**config.mk**
```make
export PLATFORM = sky130hd
export DESIGN_NAME = ple_bank
export DESIGN_NICKNAME = d
export VERILOG_FILES = /design/src/logic/ple_pkg.sv /design/src/logic/ple_eq.sv /design/src/logic/ple_bank.sv
export SDC_FILE = /design/constraint.sdc
export NUM_CORES = 1
export LEC_CHECK = 0
export ABC_AREA = 1
export BUFFER_PORTS_ARGS = -buffer_cell sky130_fd_sc_hd__buf_4
export CAP_MARGIN = 15
export CORE_AREA = 2 2 230 232
export CTS_CLUSTER_DIAMETER = 100
export CTS_CLUSTER_SIZE = 16
export DETAILED_ROUTE_END_ITERATION = 10
export DIE_AREA = 0 0 232 234
export GPL_TIMING_DRIVEN = 0
export PLACE_DENSITY = 0.79
export SLEW_MARGIN = 20
export SYNTH_ARGS = -nofsm -noshare
export SYNTH_HDL_FRONTEND = slang
export SYNTH_HIERARCHICAL = 1
export SYNTH_SLANG_ARGS = --single-unit
```
**constraint.sdc**
```tcl
create_clock -name clk_sys_in -period 11.92 [get_ports clk_sys_in]
set_clock_uncertainty 0.05 [all_clocks]
set_input_delay 2.384 -clock clk_sys_in [delete_from_list [all_inputs] [get_ports clk_sys_in]]
set_output_delay 2.384 -clock clk_sys_in [all_outputs]
set_load 0.02 [all_outputs]
```
**src/logic/ple_pkg.sv**
```systemverilog
/*
   Package for the programmable logic equation bank: sizes, gate codes,
   timer widths and the packed configuration/status records.
   Assumes one system clock; all configuration is static while running.
*/
package ple_pkg;

   // ----------------------------------------------------------------
   // Sizes
   // ----------------------------------------------------------------
   localparam int  PLE_NUM_EQ     = 8;     // Equations in the bank
   localparam int  PLE_NUM_EXT    = 16;    // External assignable signals
   localparam int  PLE_NUM_IN     = 4;     // Inputs per equation
   localparam int  PLE_NUM_SRC    = PLE_NUM_EXT + PLE_NUM_EQ;
   localparam int  PLE_SEL_W      = 5;     // Wide enough for PLE_NUM_SRC
   localparam int  PLE_IDX_W      = 3;     // Equation index width
   localparam int  PLE_TMR_W      = 16;    // Delay counter width, in cycles

   // ----------------------------------------------------------------
   // Gate selection
   // ----------------------------------------------------------------
   typedef enum logic [1:0] {
      PLE_GATE_AND,
      PLE_GATE_OR,
      PLE_GATE_NAND,
      PLE_GATE_NOR
   } ple_gate_t;

   // ----------------------------------------------------------------
   // Records
   // ----------------------------------------------------------------
   typedef struct packed {
      logic [PLE_NUM_IN-1:0][PLE_SEL_W-1:0] in_sel;     // Input source select
      logic [PLE_NUM_IN-1:0]                in_inv;     // Input negate
      ple_gate_t                            gate;       // Gate function
      logic [PLE_TMR_W-1:0]                 rise_delay_time; // On delay
      logic [PLE_TMR_W-1:0]                 fall_delay_time; // Off delay
      logic [PLE_SEL_W-1:0]                 rst_sel;    // Latch reset source
      logic                                 rst_inv;    // Latch reset negate
   } ple_cfg_t;

   typedef struct packed {
      logic [PLE_NUM_IN-1:0] ins;        // Inputs after negation
      logic                  unlatched;  // Timer stage output
      logic                  latched;    // Latched output
      logic                  latched_n;  // Complement of latched
   } ple_stat_t;

   localparam logic [PLE_TMR_W-1:0] PLE_TMR_ZERO = '0;
   localparam logic [PLE_TMR_W-1:0] PLE_TMR_ONE  = 16'h0001;

endpackage : ple_pkg

```
**src/logic/ple_eq.sv**
```systemverilog
/*
   One equation: gate over four prepared inputs, on/off delay timer,
   reset-dominant latch. Called once per evaluation pass via step_in.
   Assumes inputs already selected and negated by the sequencer.
*/
`timescale 1ns/1ps
module ple_eq
   import ple_pkg::*;
(
   input  wire logic                     clk_sys_in,
   input  wire logic                     rst_n_in,
   input  wire logic                     step_in,
   input  wire logic [PLE_NUM_IN-1:0]    ins_in,
   input  wire ple_pkg::ple_gate_t       gate_in,
   input  wire logic [PLE_TMR_W-1:0]     rise_in,
   input  wire logic [PLE_TMR_W-1:0]     fall_in,
   input  wire logic                     rst_lat_in,
   output logic                          gate_out,
   output logic                          unl_out,
   output logic                          lat_out
);

   logic                 out_q, out_d;
   logic                 lat_q, lat_d;
   logic [PLE_TMR_W-1:0] cnt_q, cnt_d;

   // ----------------------------------------------------------------
   // Gate, timer and latch
   // ----------------------------------------------------------------
   always_comb
   begin
      case (gate_in)
         PLE_GATE_AND:  gate_out = &ins_in;
         PLE_GATE_OR:   gate_out = |ins_in;
         PLE_GATE_NAND: gate_out = ~&ins_in;
         PLE_GATE_NOR:  gate_out = ~|ins_in;
         default:       gate_out = 1'b0;
      endcase
      out_d = out_q;
      cnt_d = cnt_q;
      lat_d = lat_q;
      if (step_in)
      begin
         // Timer counts passes, so delays are in evaluation cycles
         if (gate_out == out_q)
            cnt_d = PLE_TMR_ZERO;
         else if ((gate_out ? rise_in : fall_in) <= cnt_d + PLE_TMR_ONE)
         begin
            out_d = gate_out;
            cnt_d = PLE_TMR_ZERO;
         end
         else
            cnt_d = cnt_q + PLE_TMR_ONE;
         // Reset wins over set
         if (rst_lat_in)
            lat_d = 1'b0;
         else if (out_d)
            lat_d = 1'b1;
      end
   end

   always_ff @(posedge clk_sys_in or negedge rst_n_in)
   begin
      if (!rst_n_in)
      begin
         out_q <= 1'b0;
         lat_q <= 1'b0;
         cnt_q <= PLE_TMR_ZERO;
      end
      else
      begin
         out_q <= out_d;
         lat_q <= lat_d;
         cnt_q <= cnt_d;
      end
   end

   // Same-pass view so that a higher equation sees this pass's result
   assign unl_out = out_d;
   assign lat_out = lat_d;
endmodule : ple_eq

```
**src/logic/ple_bank.sv**
```systemverilog
/*
   Bank of programmable logic equations. A sequencer walks equation 0 up
   to the last, one per clock, and restarts; that full walk is one
   evaluation cycle. Assumes configuration ports are static or change
   only between passes; external signals are asynchronous pins.
*/
//
// Overview of operation
// - Four inputs selected from assignable signals
// - Each input can be negated
// - Timer applies rise and fall delays
// - Unlatched and latched outputs together
// - Complement of latched output provided
// - Latch reset selectable and optionally negated
// - Reset dominates set in latch
// - Equations evaluated ascending, pass repeats forever
// - Equation outputs selectable as inputs
// - Ascending cascade settles in same pass
// - Descending cascade lags one pass
// - Input and output states are observable
`timescale 1ns/1ps
module ple_bank
   import ple_pkg::*;
#(
   parameter int NUM_EQ  = PLE_NUM_EQ,
   parameter int NUM_EXT = PLE_NUM_EXT
)
(
   input  wire logic                              clk_sys_in,
   input  wire logic                              rst_n_in,
   input  wire logic [NUM_EXT-1:0]                ext_sig_in,
   input  wire ple_pkg::ple_cfg_t [NUM_EQ-1:0]    cfg_in,
   output ple_pkg::ple_stat_t [NUM_EQ-1:0]        stat_out,
   output logic                                   pass_done_out
);

   // ----------------------------------------------------------------
   // State
   // ----------------------------------------------------------------
   typedef enum logic {
      PLE_ST_RUN,
      PLE_ST_WRAP
   } ple_seq_t;

   localparam int                 SRC_N = NUM_EXT + NUM_EQ;
   localparam logic [PLE_IDX_W-1:0] IDX_LAST = PLE_IDX_W'(NUM_EQ - 1);
   localparam logic [PLE_IDX_W-1:0] IDX_ZERO = '0;
   // Complement starts high so it already agrees with the cleared latch
   localparam ple_stat_t STAT_RST = '{ins: '0, unlatched: 1'b0, latched: 1'b0, latched_n: 1'b1};

   logic [NUM_EXT-1:0]   sync1_q, sync2_q;
   logic [NUM_EXT-1:0]   ext_pass_q, ext_pass_d;
   logic [PLE_IDX_W-1:0] idx_q, idx_d;
   ple_seq_t             st_q, st_d;
   logic [NUM_EQ-1:0]    unl_q, unl_d;
   logic [NUM_EQ-1:0]    lat_q, lat_d;
   ple_stat_t [NUM_EQ-1:0] stat_q, stat_d;
   logic                 done_q, done_d;
   // Working copy of the prepared inputs, published only at the wrap
   logic [NUM_EQ-1:0][PLE_NUM_IN-1:0] ins_q, ins_d;

   logic [PLE_NUM_IN-1:0] cur_ins;
   logic                  cur_rst;
   logic [NUM_EQ-1:0]     eq_step;
   logic [NUM_EQ-1:0]     eq_unl;
   logic [NUM_EQ-1:0]     eq_lat;
   logic                  cur_unl;
   logic                  cur_lat;
   ple_cfg_t              cur_cfg;
   logic [SRC_N-1:0]      src;

   // Picks one source out of the flat assignable list
   function automatic logic pick(input logic [SRC_N-1:0] s, input logic [PLE_SEL_W-1:0] sel);
      pick = (int'(sel) < SRC_N) ? s[sel] : 1'b0;
   endfunction : pick

   // ----------------------------------------------------------------
   // Pin synchronisers
   // ----------------------------------------------------------------
   always_ff @(posedge clk_sys_in or negedge rst_n_in)
   begin
      if (!rst_n_in)
      begin
         sync1_q <= '0;
         sync2_q <= '0;
      end
      else
      begin
         sync1_q <= ext_sig_in;
         sync2_q <= sync1_q;
      end
   end

   // ----------------------------------------------------------------
   // Source list and input preparation for the current equation
   // ----------------------------------------------------------------
   always_comb
   begin
      cur_cfg = cfg_in[idx_q];
      // Outputs from this pass overwrite unl_q as the walk proceeds, so
      // lower equations are fresh and higher ones are last pass's value
      src = {unl_q, ext_pass_q};
      for (int i = 0; i < PLE_NUM_IN; i++)
         cur_ins[i] = pick(src, cur_cfg.in_sel[i]) ^ cur_cfg.in_inv[i];
      cur_rst = pick(src, cur_cfg.rst_sel) ^ cur_cfg.rst_inv;
      // Only the equation under the walk may move its timer and latch
      eq_step = '0;
      if (st_q == PLE_ST_RUN)
         eq_step[idx_q] = 1'b1;
   end

   // One timer and latch per equation; a shared one would leak state
   // from one equation into the next as the walk moves on
   for (genvar e = 0; e < NUM_EQ; e++)
   begin : g_eq
      ple_eq u_eq (
         .clk_sys_in (clk_sys_in),
         .rst_n_in   (rst_n_in),
         .step_in    (eq_step[e]),
         .ins_in     (cur_ins),
         .gate_in    (cfg_in[e].gate),
         .rise_in    (cfg_in[e].rise_delay_time),
         .fall_in    (cfg_in[e].fall_delay_time),
         .rst_lat_in (cur_rst),
         .gate_out   (),
         .unl_out    (eq_unl[e]),
         .lat_out    (eq_lat[e])
      );
   end

   // Result of the equation under the walk
   assign cur_unl = eq_unl[idx_q];
   assign cur_lat = eq_lat[idx_q];

   // ----------------------------------------------------------------
   // Sequencer and result store
   // ----------------------------------------------------------------
   always_comb
   begin
      idx_d      = idx_q;
      st_d       = st_q;
      ext_pass_d = ext_pass_q;
      unl_d      = unl_q;
      lat_d      = lat_q;
      stat_d     = stat_q;
      ins_d      = ins_q;
      done_d     = 1'b0;
      unl_d[idx_q] = cur_unl;
      lat_d[idx_q] = cur_lat;
      case (st_q)
         PLE_ST_RUN:
         begin
            if (idx_q == IDX_LAST)
            begin
               idx_d = IDX_ZERO;
               st_d  = PLE_ST_WRAP;
            end
            else
               idx_d = idx_q + PLE_IDX_W'(1);
         end
         PLE_ST_WRAP:
         begin
            // Publish the finished pass, sample pins for the next one
            for (int e = 0; e < NUM_EQ; e++)
               stat_d[e] = '{ins: ins_q[e], unlatched: unl_q[e],
                              latched: lat_q[e], latched_n: ~lat_q[e]};
            ext_pass_d = sync2_q;
            done_d     = 1'b1;
            unl_d      = unl_q;
            lat_d      = lat_q;
            st_d       = PLE_ST_RUN;
         end
         default:
            st_d = PLE_ST_RUN;
      endcase
      if (st_q == PLE_ST_RUN)
         ins_d[idx_q] = cur_ins;
   end

   always_ff @(posedge clk_sys_in or negedge rst_n_in)
   begin
      if (!rst_n_in)
      begin
         idx_q      <= IDX_ZERO;
         st_q       <= PLE_ST_RUN;
         ext_pass_q <= '0;
         unl_q      <= '0;
         lat_q      <= '0;
         for (int e = 0; e < NUM_EQ; e++)
            stat_q[e] <= STAT_RST;
         ins_q      <= '0;
         done_q     <= 1'b0;
      end
      else
      begin
         idx_q      <= idx_d;
         st_q       <= st_d;
         ext_pass_q <= ext_pass_d;
         unl_q      <= unl_d;
         lat_q      <= lat_d;
         stat_q     <= stat_d;
         ins_q      <= ins_d;
         done_q     <= done_d;
      end
   end

   assign stat_out      = stat_q;
   assign pass_done_out = done_q;
endmodule : ple_bank

```
==> impl_metrics.env, run 1 <==
export IMPL_root_buffer="clkbuf_16"
export IMPL_worst_setup_path_end_kind="flop"
export IMPL_cts_num_sinks=301
export IMPL_wl_per_cell_um=18.5
export IMPL_power_w=0.00318
export IMPL_worstHoldPathType="reg -> reg"
export IMPL_grt_overflow=0
export IMPL_yosysWarnings=6
export IMPL_clk_latency_ns=0.56
export IMPL_powerDensity_nw_per_um2=111
export IMPL_gp_congestion=1.01
export IMPL_fin_area_um2=28600
export IMPL_track_usage_pct=30.9
export IMPL_seqCellArea_um2=7540
export IMPL_r2r_cells=36
export IMPL_hpwl_mm=68.3
export IMPL_antenna_left=0
export IMPL_cpMostUsedCell="nand2_1"
export IMPL_setup_viol=0
export IMPL_area_growth_pct=26.9
export IMPL_num_rows=84
export IMPL_synth_top_family_by_area="simple AND/OR/NAND/NOR gates"
export IMPL_max_freq_mhz=121
export IMPL_r2r_start="idx_q[1]"
export IMPL_die_y_um=234
export IMPL_cts_buffer_depth=3
export IMPL_antenna_found_initial=15
export IMPL_dr_first_iter_drc_count=1580
export IMPL_ys_seq_area_share_pct=33.4
export IMPL_start_util_pct=43.4
export IMPL_drv_slew=0
export IMPL_ys_ff_latch=301
export IMPL_holdPathEnd="sync2_q[10]"
export IMPL_irDropWorstVdd_mv=0.0709
export IMPL_synth_net_count=3929
export IMPL_yosys_area_share_simple_pct=39.0
export IMPL_synthAdderAreaFrac_pct=7.65
export IMPL_fillers=5052
export IMPL_finalSetupTns_ns=0
export IMPL_routed_wl_mm=85.1
export IMPL_post_dp_cell_area_um2=27900
export IMPL_r2r_slack_ns=4.30
export IMPL_critPathRequiredTime_ns=12.28
export IMPL_routed_via_density=5.17
export IMPL_synth_ff_type="dfrtp_1"
export IMPL_grt_pass1_wl_mm=128
export IMPL_synth_compound_area_share_pct=7.69
export IMPL_synth_cell_type_count=47
export IMPL_critPathArrivalTime_ns=8.60
export IMPL_synth_xor_area_share_pct=3.94
export IMPL_cap_violations=0
export IMPL_die_width_um=232
export IMPL_tightest_slew_ns=1.04
export IMPL_synth_top_cell_by_area="dfrtp_1"
export IMPL_fin_nets=4543
export IMPL_timing_rr_end="unl_q[6]"
export IMPL_async_reset_ff_share_pct=100
export IMPL_drcViolationCount=0
export IMPL_core_area_um2=52000
export IMPL_cts_hold_buf=0
export IMPL_crit_slowest_cell="and2_1"
export IMPL_path_class="in -> reg"
export IMPL_start_kind="primary input"
export IMPL_worstPathMaxFanout=15
export IMPL_hold_slack_ns=0.295
export IMPL_finalCriticalPeriod_ns=8.23
export IMPL_synthesis_instances=3261
export IMPL_cp_top_family="simple AND/OR/NAND/NOR gates"
export IMPL_avgSynthCellArea_um2=6.92
export IMPL_synth_top_area_share_pct=32.5
export IMPL_final_layout_size_suffix_gt1_share_pct=22.7
export IMPL_synthMuxAreaShare_pct=0.876
export IMPL_synth_area_leaders="dfrtp_1 (32%), nand2_1 (23%), ha_1 (7.7%)"
export IMPL_max_slew_margin_pct=30.2
export IMPL_dr_total_vias=23700
export IMPL_clkSlewWorstSetupHoldPaths_ns=0.08
export IMPL_netlist_area_um2=22600
export IMPL_worstHoldStart="sync1_q[10]"
export IMPL_tritoncts="done"
export IMPL_synth_edff_count=0
export IMPL_dr_pass1_iters=6
export IMPL_crit_path_max_incr_delay_ns=0.69
export IMPL_io_buffer_count=586
export IMPL_die_area_um2=54300
export IMPL_hold_violations=0
export IMPL_worst_path_buf_inv=5
export IMPL_grt_max_degree=96
export IMPL_rsz0062_at_grt="false"
export IMPL_grt_pass1_vias=23100
export IMPL_cts_resized_gates=0
export IMPL_io_pins=587
export IMPL_p_leak_nw=14.8
export IMPL_outcome="finished, final reports clean"
export IMPL_post_cts_buffers=0
export IMPL_multiInputGateArea_um2=13400
export IMPL_hold_depth=0
export IMPL_fin_crit_sh_pct=69.1
export IMPL_cts_made_buffers=23
export IMPL_ctsHtreeMaxLevel=1
## per-layer routing
| layer | vias to the layer above | wire length, µm | part of all wire (%) | track usage, % |
|---|---|---|---|---|
| li1 | 11600 | - | - | - |
| met2 | 941 | 40800 | 48 | 53.3 |
| met5 | - | 13 | 0.015 | 0 |
| met4 | 2 | 5230 | 6.1 | 18.8 |
| met1 | 10900 | 32900 | 39 | 35.8 |
| met3 | 213 | 6190 | 7.3 | 5.58 |
## final cells by class
class | count | share of cell area [%]
clock buffers | 35 | 2.24
well taps | 688 | 3.01
repair buffers | 589 | 15.7
plain buffers | 99 | 2.24
multi-input cells | 2593 | 46.7
diodes | 13 | 0.114
inverters | 268 | 3.58
clock inverters | 3 | 0.140
flip-flops and latches | 301 | 26.3
## power breakdown
part / internal, W / total [W] / switching [W]
Combinational: 0.000469 / 0.00109 / 0.000625
Clock: 0.000376 / 0.000764 / 0.000388
Sequential: 0.00116 / 0.00132 / 0.000158
Total: 0.00201 / 0.00318 / 0.00117
## worst register-to-register path, delay by kind of cell, from the launching register on
family | cells | cell delay, ns
simple gates | 24 | 4.29
compound gates | 6 | 1.33
buf+inv | 5 | 1.12
flops | 1 | 0.45
fa+ha+maj | 1 | 0.25
## per-stage QoR
step	worst slack, ns	instances	utilization [%]
2_1_floorplan	5.47	3261	-
4_1_cts	3.70	4576	55.0
5_1_grt	3.13	4588	55.0
3_3_place_gp	3.28	4535	53.5
3_5_place_dp	3.14	4538	53.6
6_report	3.69	4589	55.0
## registers in the layout, summed over array words and instances, names as in the netlist
register and count:
g_eq.u_eq/cnt_q 128, stat_out 56, ins_q 32, ext_pass_q 16, sync1_q 16, sync2_q 16
g_eq.u_eq/lat_q 8, g_eq.u_eq/out_q 8, lat_q 8, unl_q 8, idx_q 3, pass_done_out 1
st_q 1
## Yosys cell counts (9+ instances only)
| master | number |
|---|---|
| o21ai_0 | 116 |
| buf_6 | 24 |
| a21oi_1 | 57 |
| nand4_1 | 27 |
| dfrtp_1 | 293 |
| nor2_2 | 33 |
| buf_4 | 19 |
| nand2_1 | 1387 |
| inv_2 | 13 |
| ha_1 | 138 |
| clkbuf_1 | 32 |
| nand3_2 | 19 |
| nor3_1 | 18 |
| o21ai_2 | 33 |
| nand2_4 | 15 |
| nand3_4 | 13 |
| o21ai_1 | 68 |
| nand2_2 | 34 |
| nand3_1 | 266 |
| nor2_4 | 14 |
| nor2_1 | 187 |
| buf_1 | 9 |
| o22ai_1 | 12 |
| inv_1 | 249 |
| buf_2 | 15 |
| mux2i_1 | 13 |
| xnor2_1 | 35 |
| xor2_1 | 61 |
## kinds of logic (layout without fill, tap and decap cells)
kind of cell,count (synthesis),after routing
AOI/OAI and AO/OA,308,308
xor gates and xnor gates,99,99
adders and majority gates,138,138
buffers and inverters,367,994
DFF,301,301
muxes,16,16
other,0,13
and+or+nand+nor,2032,2032
## worst max-delay path by stage
stage | startpoint | to | slack (ns) | depth (start not counted)
final | cfg_in[433] | unl_q[6] | 3.69 | 40
after global routing | cfg_in[310] | unl_q[4] | 3.13 | 36
after CTS | cfg_in[54] | unl_q[6] | 3.70 | 38
after detailed placement | cfg_in[433] | unl_q[6] | 3.14 | 40
after global placement | cfg_in[433] | unl_q[0] | 3.28 | 40
after floorplan | cfg_in[305] | unl_q[0] | 5.47 | 37
## cell usage in the layout, fill, tap and decap left out, drive strengths merged
| cell type | Yosys | final |
|---|---|---|
| nor4 | 2 | 2 |
| nor2 | 234 | 234 |
| nand4 | 28 | 28 |
| xnor2 | 35 | 35 |
| nand3 | 298 | 298 |
| clkbuf | 32 | 67 |
| nand2 | 1436 | 1436 |
| inv | 268 | 270 |
| diode | 0 | 13 |
| o211ai | 4 | 4 |
| nand3b | 2 | 2 |
| o21bai | 4 | 4 |
| xor2 | 64 | 64 |
| clkinv | 0 | 1 |
| o21ai | 217 | 217 |
| dfrtp | 293 | 293 |
| nor3 | 21 | 21 |
| o22ai | 12 | 12 |
| a21o | 8 | 8 |
| buf | 67 | 656 |
| mux2i | 16 | 16 |
| o32a | 1 | 1 |
| or2 | 7 | 7 |
| a21oi | 57 | 57 |
| a31oi | 5 | 5 |
| dfstp | 8 | 8 |
| and2 | 4 | 4 |
| ha | 138 | 138 |
No activity file was read; power rests on OpenSTA's default activity.
==> run 2: changes to the inputs <==
CORE_AREA = 2 2 231 233   (was 2 2 230 232)
DIE_AREA = 0 0 233 235   (was 0 0 232 234)
PLACE_DENSITY = 0.81   (was 0.79)
clock period = 7.18 ns   (was 11.92 ns; I/O delays follow)
==> run 2 against run 1 <==
Utilization down 0.13 points. Die area up 0.86%. Sequential power up 66%. Non-clock buffer count unchanged. Wire length down 0.18%. Critical endpoint unchanged. Hold slack better by 0.0048 ns. Via count down 0.24%. Critical path depth down 3. Sequential cell count unchanged. Worst setup slack worse by 3.2 ns. Clock-buffer cell count unchanged. Register-to-register slack worse by 3.9 ns.
==> impl_metrics.env, run 2 (synthesized netlist as in run 1, its figures left out) <==
export IMPL_grt_pass1_wl_mm=128
export IMPL_seq_power_share_pct=41.2
export IMPL_internal_power_w=0.00335
export IMPL_hold_violations=0
export IMPL_final_cell_mix="nand2_1 (1387), buf_4 (604), dfrtp_1 (293), nand3_1 (266), inv_1 (249)"
export IMPL_critPathArrivalTime_ns=7.11
export IMPL_routed_wl_mm=85.0
export IMPL_cts_buffer_depth=3
export IMPL_clkPwrFrac_pct=24.1
export IMPL_crit_path_max_incr_delay_ns=0.48
export IMPL_post_cts_buffers=0
export IMPL_worst_setup_path_end_kind="flop"
export IMPL_tightest_slew_ns=1.20
export IMPL_dr_first_iter_drc_count=1493
export IMPL_hold_slack_ns=0.300
export IMPL_power_w=0.00531
export IMPL_io_buffer_count=586
export IMPL_largest_reg_flops=128
export IMPL_final_layout_size_suffix_gt1_share_pct=22.8
export IMPL_fillers=5023
export IMPL_outcome="finished, final reports clean"
export IMPL_clkSlewWorstSetupHoldPaths_ns=0.07
export IMPL_worstPathMaxFanout=15
export IMPL_mostFrequentLayoutCell="nand2_1"
export IMPL_die_area_um2=54800
export IMPL_routed_via_density=5.14
export IMPL_finalSetupTns_ns=0
export IMPL_cpMostUsedCell="nand2_1"
export IMPL_track_usage_pct=30.5
export IMPL_finalCriticalPeriod_ns=6.73
export IMPL_cap_violations=0
export IMPL_start_util_pct=43.2
export IMPL_ctsHtreeMaxLevel=1
export IMPL_p_comb_share_pct=34.6
export IMPL_final_util_pct=54.9
export IMPL_antenna_found_initial=24
export IMPL_rsz0062_at_grt="false"
export IMPL_num_rows=84
export IMPL_switching_share_pct=37.0
export IMPL_max_slew_margin_pct=19.8
export IMPL_start_kind="flop"
export IMPL_core_area_um2=52200
export IMPL_cts_num_sinks=301
export IMPL_io_pins=587
export IMPL_setup_viol=0
export IMPL_powerDensity_nw_per_um2=185
export IMPL_wl_per_cell_um=18.5
export IMPL_drcViolationCount=0
export IMPL_crit_slowest_cell="dfrtp_1"
export IMPL_drv_slew=0
export IMPL_wl_met3_mm=6.10
export IMPL_met1Wirelength_mm=32.4
export IMPL_antenna_left=0
export IMPL_met2_length_mm=40.9
export IMPL_die_y_um=235
export IMPL_p_leak_nw=14.8
export IMPL_netSwitchingPower_w=0.00196
export IMPL_dr_pass1_iters=7
export IMPL_fin_crit_sh_pct=93.7
export IMPL_finalWorstSetupSlack_ns=0.449
export IMPL_area_growth_pct=27.1
export IMPL_pre_cts_slack_ns=-0.672
export IMPL_path_class="reg -> reg"
export IMPL_top_register="g_eq.u_eq/cnt_q"
export IMPL_fin_nets=4544
export IMPL_die_width_um=233
export IMPL_root_buffer="clkbuf_16"
export IMPL_worstHoldPathType="reg -> reg"
export IMPL_hpwl_mm=68.2
export IMPL_dr_total_vias=23600
export IMPL_grt_overflow=0
export IMPL_grt_max_degree=100
export IMPL_max_freq_mhz=149
export IMPL_top_layer="met5"
export IMPL_tritoncts="done"
export IMPL_gp_congestion=1.00
export IMPL_grt_pass1_vias=23100
export IMPL_cts_made_buffers=24
export IMPL_clk_latency_ns=0.56
export IMPL_irDropWorstVdd_mv=0.161
export IMPL_critPathRequiredTime_ns=7.56
run 2: changes by cell type in the layout (fill, tap and decap cells not counted), moves of 2 or more:
cell,delta
diode_2,+6
nor2_1,-3
nor2_2,+3
and2_1,-2
clkbuf_8,-2
inv_12,+2
o21ai_0,-2
o21ai_1,+2
run 2: final cells by class:
cell class	instances	area (µm²)	share of cell area [%]
Antenna cell	19	47.5	0.166
Buffer	99	643	2.24
Clock buffer	35	642	2.24
Clock inverter	4	57.6	0.201
Inverter	268	1020	3.57
Multi-Input combinational cell	2593	13400	46.6
Sequential cell	301	7540	26.3
Tap cell	688	861	3.00
Timing Repair Buffer	589	4490	15.7
run 2: power groups by stage:
stage	combinational (W)	clock, W	sequential [W]
6_report	0.00184	0.00128	0.00219
5_1_grt	0.00208	0.00137	0.00221
4_1_cts	0.00184	0.00131	0.00218
3_5_place_dp	0.00183	0	0.00221
3_3_place_gp	0.00177	0	0.00221
2_1_floorplan	0.00102	0	0.00221
run 2: path summary, 6_finish.rpt:
check / from / to / slack (ns) / cells past startpoint
worst max-delay path: idx_q[0] / unl_q[6] / 0.45 / 37
worst min-delay path: sync1_q[15] / sync2_q[15] / 0.30 / 0
worst max register to register: idx_q[0] / unl_q[6] / 0.45 / 37
worst min register to register: sync1_q[15] / sync2_q[15] / 0.30 / 0
max in group asynchronous: rst_n_in / sync2_q[3] / 5.20 / 3
min in group asynchronous: rst_n_in / g_eq[3].u_eq/cnt_q[6] / 0.67 / 1
run 2: through the flow:
stage          std cells  instance area [µm²]
3_3_place_gp        4535                27800
3_5_place_dp        4538                27900
5_1_grt             4595                28700
6_report            4596                28700
2_1_floorplan       3261                22600
4_1_cts             4577                28600
run 2: repair_timing:
item / in CTS / in global routing
resized for setup: 3 / 6
hold buffers: 0 / 0
setup endpoints to repair: 16 / 16
run 2: critical path: cells and delay by family (launching register included):
family,cells,cell delay [ns]
AND/OR/NAND/NOR,22,3.01
buffers and inverters,9,1.85
AO/OA/AOI/OAI,5,0.94
flip-flops,1,0.48
adder cells (fa/ha/maj),1,0.24
run 2: routing by layer:
layer	up-vias	GRT usage (%)
li1	11600	-
met1	10900	34.4
met2	898	51.7
met3	237	6.77
met4	10	19.9
met5	-	0.625
==> run 3: changes to the inputs <==
CELL_PAD_IN_SITES_DETAIL_PLACEMENT = 0   (was default)
CELL_PAD_IN_SITES_GLOBAL_PLACEMENT = 2   (was default)
CORE_AREA = default   (was 2 2 231 233)
CORE_UTILIZATION = 26   (was default)
DIE_AREA = default   (was 0 0 233 235)
PLACE_DENSITY = 0.88   (was 0.81)
==> run 3 against run 2 <==
Critical path depth down 4. Sequential cell count is the same. Fmax up 1.4%. Global-route usage is 10 points lower. Design area increased by 2.0%. Sequential power is essentially flat. Critical path type unchanged. Largest power group unchanged.
==> impl_metrics.env, run 3 (synthesized netlist as in run 1, its figures left out) <==
export IMPL_hold_slack_ns=0.299
export IMPL_antenna_left=0
export IMPL_drv_slew=0
export IMPL_post_dp_cell_area_um2=28500
export IMPL_dr_pass1_iters=5
export IMPL_tritoncts="done"
export IMPL_die_width_um=297
export IMPL_tightest_slew_ns=1.11
export IMPL_fin_nets=4545
export IMPL_internal_power_w=0.00334
export IMPL_powerDensity_nw_per_um2=183
export IMPL_worst_setup_path_end_kind="flop"
export IMPL_die_y_um=297
export IMPL_hpwl_mm=74.7
export IMPL_routed_wl_mm=91.8
export IMPL_cts_buffer_depth=3
export IMPL_antenna_found_initial=11
export IMPL_start_util_pct=26.4
export IMPL_grt_max_degree=94
export IMPL_track_usage_pct=20.2
export IMPL_worstPathMaxFanout=15
export IMPL_worst_path_buf_inv=8
export IMPL_irDropWorstVdd_mv=0.157
export IMPL_drcViolationCount=0
export IMPL_fin_area_um2=29200
export IMPL_finalCriticalPeriod_ns=6.64
export IMPL_netSwitchingPower_w=0.00202
export IMPL_gp_congestion=0.844
export IMPL_cpMostUsedCell="nand2_1"
export IMPL_crit_slowest_cell="dfrtp_1"
export IMPL_cts_made_buffers=24
export IMPL_fin_crit_sh_pct=92.4
export IMPL_max_freq_mhz=151
export IMPL_routed_via_density=4.49
export IMPL_mostFrequentLayoutCell="nand2_1"
export IMPL_final_layout_size_suffix_gt1_share_pct=23.0
export IMPL_clkPwrFrac_pct=24.6
export IMPL_p_leak_nw=14.8
export IMPL_seqCellArea_um2=7540
export IMPL_io_buffer_count=586
export IMPL_seq_power_share_pct=41.0
export IMPL_clkSlewWorstSetupHoldPaths_ns=0.08
export IMPL_path_class="reg -> reg"
export IMPL_critPathRequiredTime_ns=7.58
export IMPL_finalSetupTns_ns=0
export IMPL_core_area_um2=85500
export IMPL_cp_top_family="simple AND/OR/NAND/NOR gates"
export IMPL_start_kind="flop"
export IMPL_ctsHtreeMaxLevel=1
export IMPL_switching_share_pct=37.7
export IMPL_clk_latency_ns=0.57
export IMPL_outcome="finished, final reports clean"
export IMPL_top_register="g_eq.u_eq/cnt_q"
export IMPL_die_area_um2=88000
export IMPL_hold_violations=0
export IMPL_final_cell_mix="nand2_1 (1387), buf_4 (605), dfrtp_1 (293), nand3_1 (266), inv_1 (249)"
export IMPL_largest_reg_flops=128
export IMPL_worstHoldPathType="reg -> reg"
export IMPL_multiInputGateArea_um2=13400
export IMPL_area_growth_pct=29.6
export IMPL_fillers=9320
export IMPL_rsz0062_at_grt="false"
export IMPL_cap_violations=0
export IMPL_wl_per_cell_um=18.2
export IMPL_setup_viol=0
export IMPL_p_comb_share_pct=34.4
export IMPL_crit_path_max_incr_delay_ns=0.46
export IMPL_critPathArrivalTime_ns=7.03
export IMPL_grt_overflow=0
export IMPL_grt_pass1_wl_mm=133
export IMPL_num_rows=107
export IMPL_max_slew_margin_pct=26.0
export IMPL_io_pins=587
export IMPL_dr_total_vias=22600
export IMPL_cts_num_sinks=301
export IMPL_root_buffer="clkbuf_16"
export IMPL_grt_pass1_vias=21900
export IMPL_dr_first_iter_drc_count=1233
-- run 3: area by class of cell --
class	instances	area share (%)
Antenna cell	9	0.0770
Clock inverter	5	0.210
Sequential cell	301	25.8
Multi-Input combinational cell	2593	45.7
Inverter	268	3.50
Buffer	99	2.21
Tap cell	1144	4.90
Timing Repair Buffer	590	15.4
Clock buffer	35	2.20
-- run 3: path summary, 6_finish.rpt --
kind,from,endpoint,slack (ns),cells after the start
worst min register to register,sync1_q[5],sync2_q[5],0.30,0
max in group asynchronous,rst_n_in,g_eq[5].u_eq/cnt_q[11],5.06,3
min in group asynchronous,rst_n_in,sync2_q[11],0.69,1
worst max register to register,idx_q[0],unl_q[1],0.54,33
worst max-delay path,idx_q[0],unl_q[1],0.54,33
worst min-delay path,sync1_q[5],sync2_q[5],0.30,0
-- run 3: repair_timing --
action	4_1_cts	5_1_grt
gates resized for setup	6	7
endpoints found under the hold margin	0	0
pin swaps	1	0
setup buffers	1	0
endpoints found under the setup margin	16	16
hold buffers	0	0
-- run 3: stage by stage --
step | util, % | setup WS (ns) | total power [W] | cells
floorplan | - | 1.68 | 0.00323 | 3261
global placement | 33.2 | -0.951 | 0.00408 | 4991
global route | 34.2 | 0.0103 | 0.00578 | 5040
finish | 34.2 | 0.544 | 0.00537 | 5044
CTS | 34.1 | 0.146 | 0.00546 | 5035
detailed placement | 33.3 | -1.00 | 0.00411 | 4994
-- run 3: power groups by stage --
stage	registers, W	clock network (W)	logic, W
3_5_place_dp	0.00223	0	0.00188
4_1_cts	0.00220	0.00137	0.00189
3_3_place_gp	0.00223	0	0.00184
2_1_floorplan	0.00221	0	0.00102
6_report	0.00220	0.00132	0.00185
5_1_grt	0.00223	0.00143	0.00212
-- run 3: worst register-to-register path: cells and delay by family (launching register included) --
family | cells | cell delay, ns
AND/OR/NAND/NOR | 20 | 3.27
AO/OA/AOI/OAI | 4 | 0.83
buffers and inverters | 8 | 1.61
adder cells (fa/ha/maj) | 1 | 0.29
flip-flops | 1 | 0.46
-- run 3: per-layer routing --
| metal | GRT usage, % | part of all wire (%) |
|---|---|---|
| met1 | 23.9 | 41 |
| met2 | 36.4 | 50 |
| met3 | 3.52 | 6.1 |
| met4 | 6.85 | 3.1 |
| met5 | 0 | 0.025 |
